**config.mk**
```make
export PLATFORM = sky130hd
export DESIGN_NAME = rsr_recorder
export DESIGN_NICKNAME = d
export VERILOG_FILES = /design/src/design/rsr_pkg.sv /design/src/design/rsr_clkmon_if.sv /design/src/design/rsr_recorder.sv /design/src/design/rsr_clkmon.sv
export SDC_FILE = /design/constraint.sdc
export NUM_CORES = 1
export LEC_CHECK = 0
export BUFFER_PORTS_ARGS = -buffer_cell sky130_fd_sc_hd__buf_2
export CORE_MARGIN = 2
export CORE_UTILIZATION = 53
export DETAILED_ROUTE_END_ITERATION = 7
export HOLD_SLACK_MARGIN = 0.15
export PLACE_DENSITY_LB_ADDON = 0.08
export SLEW_MARGIN = 10
export SYNTH_ARGS = -nofsm -noshare
export SYNTH_HDL_FRONTEND = slang
export SYNTH_SLANG_ARGS = --single-unit
```
**constraint.sdc**
```tcl
create_clock -name pclk -period 4.4 [get_ports pclk]
set_input_delay 0.22 -clock pclk [delete_from_list [all_inputs] [get_ports pclk]]
set_output_delay 0.22 -clock pclk [all_outputs]
set_load 0.02 [all_outputs]
```
**src/design/rsr_pkg.sv**
```systemverilog
// Purpose: shared constants and types of the reset source recorder
// Assumes: pclk at 50 MHz
// Notes:   one 8-bit status/control register on APB, low byte of the word

package rsr_pkg;

   // ---------------------------------------------------------------
   // timing
   // ---------------------------------------------------------------
   localparam int CLK_FREQ_MHZ = 50;
   // least delay from release of a reset source to code execution, 5.0 us
   localparam int RST_DELAY_NS = 5000;
   localparam int RST_DELAY_CYC = (RST_DELAY_NS * CLK_FREQ_MHZ + 999) / 1000;
   // clock-loss timeout window, 100 us .. 500 us
   localparam int LOSS_MIN_US = 100;
   localparam int LOSS_MAX_US = 500;
   localparam int LOSS_MIN_CYC = LOSS_MIN_US * CLK_FREQ_MHZ;
   localparam int LOSS_MAX_CYC = LOSS_MAX_US * CLK_FREQ_MHZ;
   localparam int DLY_W = 9;
   localparam int LOSS_W = 15;

   // ---------------------------------------------------------------
   // register map
   // ---------------------------------------------------------------
   localparam int ADDR_W = 8;
   localparam logic [ADDR_W-1:0] RCS_OFFSET = 8'h00;
   localparam int CAUSE_W = 7;
   localparam int BIT_PIN = 0;
   localparam int BIT_POR = 1;
   localparam int BIT_CLK = 2;
   localparam int BIT_WATCHDOG = 3;
   localparam int BIT_SOFT = 4;
   localparam int BIT_COMP = 5;
   localparam int BIT_FLASH = 6;
   localparam int BIT_UNUSED = 7;
   // value of the cause flags after a power-on reset
   localparam logic [CAUSE_W-1:0] CAUSE_RESET = 7'h02;

   // ---------------------------------------------------------------
   // sequencer states
   // ---------------------------------------------------------------
   typedef enum logic [1:0] {
      ST_RUN = 2'b00,
      ST_HOLD = 2'b01,
      ST_DELAY = 2'b10
   } rsr_state_e;

endpackage

```
**src/design/rsr_clkmon_if.sv**
```systemverilog
// Purpose: link between the sequencer and the clock-loss detector
// Assumes: single pclk domain
// Notes:   arm is high only while detection is enabled and the system runs

`timescale 1ns/1ps

interface rsr_clkmon_if;
   logic arm;
   logic timeout;
   modport ctl (output arm, input timeout);
   modport mon (input arm, output timeout);
endinterface

```
**src/design/rsr_recorder.sv**
```systemverilog
// Purpose: reset source recorder and reset sequencer with APB access
// Assumes: all source inputs synchronous to pclk; presetn is the power-on reset
// Notes:   status byte sits in bits 7:0 of the word at RCS_OFFSET
//
// Overview of operation
// - writing 1 to soft force bit resets system; 0 does nothing; flag reads 1 after
// - software reset never drives the external reset pin
// - bit 7 reads zero, writes ignored
// - flash fault flag read-only, set only when last reset was a flash fault
// - comparator enable bit makes low comparator output a reset source
// - comparator bit reads 1 only if comparator caused last reset
// - watchdog flag read-only, 1 exactly when watchdog caused last reset
// - clock-loss bit written 1 enables detection, 0 disables it
// - clock-loss bit reads 1 only if clock loss caused last reset
// - detector resets after timeout without a rising system clock edge
// - power-on flag set by power-on and supply-monitor resets
// - writing power-on flag position enables or disables supply monitor
// - other cause flags meaningless while power-on flag reads 1
// - pin flag read-only, 1 exactly when the reset pin caused last reset
// - at least the reset delay passes after release before execution
// - enabling the monitor resets once; rewriting 1 when enabled does not
// - power-on reset disables monitor; other resets keep its state
// - any reset other than power-on, supply-monitor or monitor-enable clears the power-on flag
// - flash fault reset sets its flag and leaves the pin undriven

`timescale 1ns/1ps

module rsr_recorder
   import rsr_pkg::*;
#(
   parameter int LOSS_TIMEOUT_CYC = LOSS_MIN_CYC
) (
   // clock and power-on reset
   input wire logic pclk,
   input wire logic presetn,
   // apb slave
   input wire logic psel,
   input wire logic penable,
   input wire logic pwrite,
   input wire logic [ADDR_W-1:0] paddr,
   input wire logic [31:0] pwdata,
   input wire logic [3:0] pstrb,
   output logic [31:0] prdata,
   output logic pready,
   output logic pslverr,
   // external reset pin, open drain
   input wire logic rst_pin_i,
   output logic rst_pin_o,
   output logic rst_pin_oe,
   // on-chip reset sources
   input wire logic comp_out,
   input wire logic vdd_low,
   input wire logic watchdog_timeout,
   input wire logic flash_fault,
   input wire logic sysclk_smp,
   // system reset, low while the system is held
   output logic sys_rst_n
);

   // ---------------------------------------------------------------
   // declarations
   // ---------------------------------------------------------------
   rsr_state_e state_q;
   logic [DLY_W-1:0] dly_q;
   logic [CAUSE_W-1:0] cause_q;
   logic comp_en_q;
   logic loss_en_q;
   logic mon_en_q;
   logic pin_mask_q;
   logic pready_q;
   logic pslverr_q;
   logic [31:0] prdata_q;
   logic rst_pin_oe_q;
   logic rst_pin_o_q;
   logic sys_rst_n_q;
   logic setup;
   logic hit;
   logic wr_acc;
   logic pin_low;
   logic comp_low;
   logic mon_low;
   logic level_hold;
   logic mon_turn_on;
   logic [CAUSE_W-1:0] trig;
   logic [CAUSE_W-1:0] pick;

   rsr_clkmon_if clk_if ();

   // highest priority first: supply, pin, comparator, clock, flash, watchdog, software
   function automatic logic [CAUSE_W-1:0] first_cause(input logic [CAUSE_W-1:0] t);
      logic [CAUSE_W-1:0] r;
      r = '0;
      if (t[BIT_POR]) begin
         r[BIT_POR] = 1'h1;
      end else if (t[BIT_PIN]) begin
         r[BIT_PIN] = 1'h1;
      end else if (t[BIT_COMP]) begin
         r[BIT_COMP] = 1'h1;
      end else if (t[BIT_CLK]) begin
         r[BIT_CLK] = 1'h1;
      end else if (t[BIT_FLASH]) begin
         r[BIT_FLASH] = 1'h1;
      end else if (t[BIT_WATCHDOG]) begin
         r[BIT_WATCHDOG] = 1'h1;
      end else if (t[BIT_SOFT]) begin
         r[BIT_SOFT] = 1'h1;
      end
      return r;
   endfunction

   // ---------------------------------------------------------------
   // apb slave, one wait-free access phase, registered answer
   // ---------------------------------------------------------------
   assign setup = psel & ~penable;
   assign hit = (paddr == RCS_OFFSET);
   assign wr_acc = psel & penable & pready_q & pwrite & hit & pstrb[0];

   always_ff @(posedge pclk or negedge presetn) begin
      if (!presetn) begin
         pready_q <= 1'h0;
         pslverr_q <= 1'h0;
         prdata_q <= 32'h0;
      end else begin
         pready_q <= setup;
         pslverr_q <= setup & ~hit;
         // flags only: enables are write-side state and never read back
         if (setup && !pwrite && hit) begin
            prdata_q <= {24'h0, 1'h0, cause_q};
         end else begin
            prdata_q <= 32'h0;
         end
      end
   end

   // ---------------------------------------------------------------
   // enable bits
   // ---------------------------------------------------------------
   // async reset is the power-on reset, the only one that clears these
   always_ff @(posedge pclk or negedge presetn) begin
      if (!presetn) begin
         comp_en_q <= 1'h0;
         loss_en_q <= 1'h0;
         mon_en_q <= 1'h0;
      end else if (wr_acc) begin
         comp_en_q <= pwdata[BIT_COMP];
         loss_en_q <= pwdata[BIT_CLK];
         mon_en_q <= pwdata[BIT_POR];
      end
   end

   // ---------------------------------------------------------------
   // reset sources
   // ---------------------------------------------------------------
   // our own drive of the pin must not read back as an external reset
   assign pin_low = ~rst_pin_i & ~rst_pin_oe_q & ~pin_mask_q;
   assign comp_low = comp_en_q & ~comp_out;
   assign mon_low = mon_en_q & vdd_low;
   assign level_hold = pin_low | comp_low | mon_low;
   assign mon_turn_on = wr_acc & pwdata[BIT_POR] & ~mon_en_q;
   assign clk_if.arm = loss_en_q & (state_q == ST_RUN);

   always_comb begin
      trig = '0;
      trig[BIT_POR] = mon_low | mon_turn_on;
      trig[BIT_PIN] = pin_low;
      trig[BIT_COMP] = comp_low;
      trig[BIT_CLK] = clk_if.timeout;
      trig[BIT_FLASH] = flash_fault;
      trig[BIT_WATCHDOG] = watchdog_timeout;
      trig[BIT_SOFT] = wr_acc & pwdata[BIT_SOFT];
      pick = first_cause(trig);
   end

   rsr_clkmon #(
      .TIMEOUT_CYC(LOSS_TIMEOUT_CYC)
   ) u_clkmon (
      .pclk(pclk),
      .presetn(presetn),
      .sysclk_smp(sysclk_smp),
      .mon(clk_if.mon)
   );

   // ---------------------------------------------------------------
   // sequencer
   // ---------------------------------------------------------------
   always_ff @(posedge pclk or negedge presetn) begin
      if (!presetn) begin
         state_q <= ST_DELAY;
         dly_q <= DLY_W'(RST_DELAY_CYC - 1);
      end else begin
         case (state_q)
            ST_RUN: begin
               if (trig != '0) begin
                  state_q <= ST_HOLD;
               end
            end
            ST_HOLD: begin
               dly_q <= DLY_W'(RST_DELAY_CYC - 1);
               if (!level_hold) begin
                  state_q <= ST_DELAY;
               end
            end
            ST_DELAY: begin
               if (level_hold) begin
                  state_q <= ST_HOLD;
               end else if (dly_q == '0) begin
                  state_q <= ST_RUN;
               end else begin
                  dly_q <= dly_q - DLY_W'(1);
               end
            end
            default: begin
               state_q <= ST_HOLD;
            end
         endcase
      end
   end

   // cause is latched once, on entry to reset; other flags cleared
   always_ff @(posedge pclk or negedge presetn) begin
      if (!presetn) begin
         cause_q <= CAUSE_RESET;
      end else if (state_q == ST_RUN && trig != '0) begin
         cause_q <= pick;
      end
   end

   // ---------------------------------------------------------------
   // outputs
   // ---------------------------------------------------------------
   always_ff @(posedge pclk or negedge presetn) begin
      if (!presetn) begin
         sys_rst_n_q <= 1'h0;
         rst_pin_oe_q <= 1'h1;
         rst_pin_o_q <= 1'h0;
         pin_mask_q <= 1'h1;
      end else begin
         sys_rst_n_q <= (state_q == ST_RUN);
         // only power-on class resets pull the pin
         rst_pin_oe_q <= (state_q != ST_RUN) && cause_q[BIT_POR];
         rst_pin_o_q <= 1'h0;
         pin_mask_q <= rst_pin_oe_q;
      end
   end

   assign prdata = prdata_q;
   assign pready = pready_q;
   assign pslverr = pslverr_q;
   assign rst_pin_oe = rst_pin_oe_q;
   assign rst_pin_o = rst_pin_o_q;
   assign sys_rst_n = sys_rst_n_q;

   logic [DLY_W:0] low_cnt_q;

   always_ff @(posedge pclk or negedge presetn) begin
      if (!presetn) begin
         low_cnt_q <= '0;
      end else if (sys_rst_n_q) begin
         low_cnt_q <= '0;
      end else if (low_cnt_q != '1) begin
         low_cnt_q <= low_cnt_q + (DLY_W + 1)'(1);
      end
   end
endmodule // rsr_recorder

```
**src/design/rsr_clkmon.sv**
```systemverilog
// Purpose: clock-loss detector, counts pclk cycles since the last
//          rising edge of the sampled system clock
// Assumes: sysclk_smp is synchronous to pclk
// Notes:   timeout is a one-cycle pulse

`timescale 1ns/1ps

module rsr_clkmon
   import rsr_pkg::*;
#(
   parameter int TIMEOUT_CYC = LOSS_MIN_CYC
) (
   // clock and reset
   input wire logic pclk,
   input wire logic presetn,
   // sampled system clock
   input wire logic sysclk_smp,
   // sequencer side
   rsr_clkmon_if.mon mon
);

   localparam logic [LOSS_W-1:0] LIMIT = LOSS_W'(TIMEOUT_CYC - 1);

   logic smp_prev_q;
   logic [LOSS_W-1:0] cnt_q;
   logic to_q;
   logic rise;

   assign rise = sysclk_smp & ~smp_prev_q;
   assign mon.timeout = to_q;

   always_ff @(posedge pclk or negedge presetn) begin
      if (!presetn) begin
         smp_prev_q <= 1'h0;
      end else begin
         smp_prev_q <= sysclk_smp;
      end
   end

   // a rising edge restarts the one-shot
   always_ff @(posedge pclk or negedge presetn) begin
      if (!presetn) begin
         cnt_q <= '0;
      end else if (!mon.arm || rise || to_q) begin
         cnt_q <= '0;
      end else if (cnt_q != LIMIT) begin
         cnt_q <= cnt_q + LOSS_W'(1);
      end
   end

   always_ff @(posedge pclk or negedge presetn) begin
      if (!presetn) begin
         to_q <= 1'h0;
      end else begin
         to_q <= mon.arm && !rise && !to_q && (cnt_q == LIMIT);
      end
   end
endmodule // rsr_clkmon

```
==> impl_metrics.toml <==
[yosys]
async_flop_share = 1.00
synthCells = 253
syn_area_per_cell_um2 = 10.1
ys_types = 47
synth_area_um2 = 2560
yosys.area.top_type = "dfrtp_1"
yosysSeqAreaShare = 0.493
synth.yosys.warnings = 0
yosysTopAreaCellShare = 0.390
synth_edf_count = 0
synthFlopType = "dfrtp_1"
synthTopCellsByArea = "dfrtp_1 (39%), dfstp_2 (10%), buf_4 (8.5%)"
synth_seq_cells = 50

[route]
wirelength_mm = 4.51
viasPerCell = 5.30
wire_per_inst_um = 12.9
drc = 0
drtAntennaViolNets = 0
drtIter0Drc = 118
vias = 1848
drt-pass1-iter-count = 4

[power]
vdd_drop_max_mv = 0.207
power.leakage_nw = 1.28
power_w = 0.000932
powerDensity_nw_per_um2 = 328

[cts]
cts_buffers = 5
clkLatencyLatePin_ps = 300
htree_levels = 2
ctsHoldBuffers = 6
clockBufferDepth = 2
path_clk_slew_ps = 90
cts_num_sinks = 50
cts_setup_buffers = 0
cts-root-buf = "clkbuf_8"
cts_tree = "yes"
cts_resized = 0

[placement]
dp_hpwl_mm = 3.14
portBuffers = 34
finalWeightedCongestion = 0.801

[timing]
worst_pin_slew_ps = 878
finalSetupViolations = 0
slew_violations = 0
max_freq_ghz = 0.433
period_needed_ps = 2310
rsz0062_at_grt = "false"
skew_ps = 3.71
tns_ps = 0
fin_crit_sh = 0.524
relSlewSlack = 0.412
finalHoldViolations = 0

[status]
status = "finished, final reports clean"

[floorplanning]
die_h_um = 73.6
initial_core_util = 0.546
die_w_um = 73.6
dieArea_um2 = 5410
top_level_ports = 92
row_count = 25
fp.coreArea_um2 = 4690

[setup_path]
crit_type = "flip-flop to flip-flop"
end_kind = "flip-flop"
crit_fanout = 16
cp.arrival_ps = 2510
cp-start-kind = "flip-flop"
crit_required_ps = 4610

[final_layout]
final_cell_mix = "dfrtp_1 (40), buf_2 (34), conb_1 (26)"
fin_nets = 351
syn_to_final_growth_pct = 10.9
final_common_cell = "dfrtp_1"
antenna_cells = 0
drive_gt1_frac = 0.214
fillers = 414

[flow_run]
cap_violations = 0

[global_route]
grt_pass1_vias = 1801
antenna_found_initial = 0
grt-ovfl-total = 0
grt.total_usage = 0.192
grt_pass1_wl_mm = 8.09
grt_max_degree = 51

[min_path]
hp-class = "input port to flip-flop"
## Yosys cell counts, types with 4 or more instances
library cell	instances
inv_1	6
or4_1	6
nand2_1	11
dfrtp_1	40
or3_1	8
dfstp_2	10
o21ai_0	6
xor2_1	5
o31ai_1	6
a21oi_1	11
nand2b_1	4
and3_1	5
and2_1	6
nor3_1	8
nor2b_1	6
nor4_1	5
nand4_1	5
nand3_1	14
buf_4	29
nor2_1	22
## stage by stage
step	util	cells	cell area, um^2	setup WS (ps)	hold WS, ps
2_1_floorplan	-	278	2660	2530	-75.6
3_3_place_gp	0.570	335	2670	2140	350
3_5_place_dp	0.570	335	2670	2090	348
4_1_cts	0.606	349	2840	2080	193
5_1_grt	0.606	349	2840	1840	209
6_report	0.606	349	2840	2090	200
## flip-flops by register name, indices dropped and copies added (netlist names), 2 cells and up
signal          flops
dly_q               9
state_q             2
cause_q             7
u_clkmon.cnt_q     15
prdata              7
## cell type report
class | instances | area [um^2] | share of cell area
clock buffer | 8 | 110 | 0.0387
inverter | 6 | 22.5 | 0.00792
multi-input combinational | 190 | 1140 | 0.402
sequential | 50 | 1260 | 0.444
tap | 54 | 67.6 | 0.0238
timing repair buffer | 41 | 238 | 0.0836
## critical path: stages, from the launching register on
cell and delay, ps:
dfrtp_1 420, nor2_1 690, nand4b_1 740, nor3_1 360
## worst paths after layout
path,cells past startpoint,slack (ps),end,start
worst max-delay path,3,2090,u_clkmon.cnt_q[2]$_DFFE_PN0N_,state_q[0]$_DFFE_PN0P_
worst min-delay path,3,200,pready$_DFF_PN0_,psel
max in group asynchronous,3,3430,cause_q[5]$_DFFE_PN0P_,presetn
worst max register to register,3,2090,u_clkmon.cnt_q[2]$_DFFE_PN0N_,state_q[0]$_DFFE_PN0P_
worst min register to register,0,380,pin_mask_q$_DFF_PN1_,rst_pin_oe$_DFF_PN1_
min in group asynchronous,3,550,pready$_DFF_PN0_,presetn
## power breakdown
group	total [W]	leakage, nW	switching, W	internal [W]
combinational	0.000125	0.570	0.0000851	0.0000404
sequential	0.000501	0.649	0.0000139	0.000487
clock	0.000305	0.0575	0.000147	0.000159
total	0.000932	1.28	0.000245	0.000686
## routing by layer
layer / GRT usage / wire [um] / up-vias
li1: - / - / 941
met1: 0.252 / 2180 / 866
met2: 0.316 / 2110 / 35
met3: 0.0412 / 162 / 6
met4: 0.0646 / 59 / 0
met5: 0 / 0 / -
## cells by family after synthesis
family	after synthesis	share of synthesized area
xor gates and xnor gates	8	0.0273
other	1	0.00146
muxes	4	0.0171
adders and majority gates	2	0.00976
buffers and inverters	38	0.0981
AOI/OAI and AO/OA	38	0.102
DFF	50	0.493
and+or+nand+nor	112	0.251
Note: power is estimated with default switching activity, not from simulation.
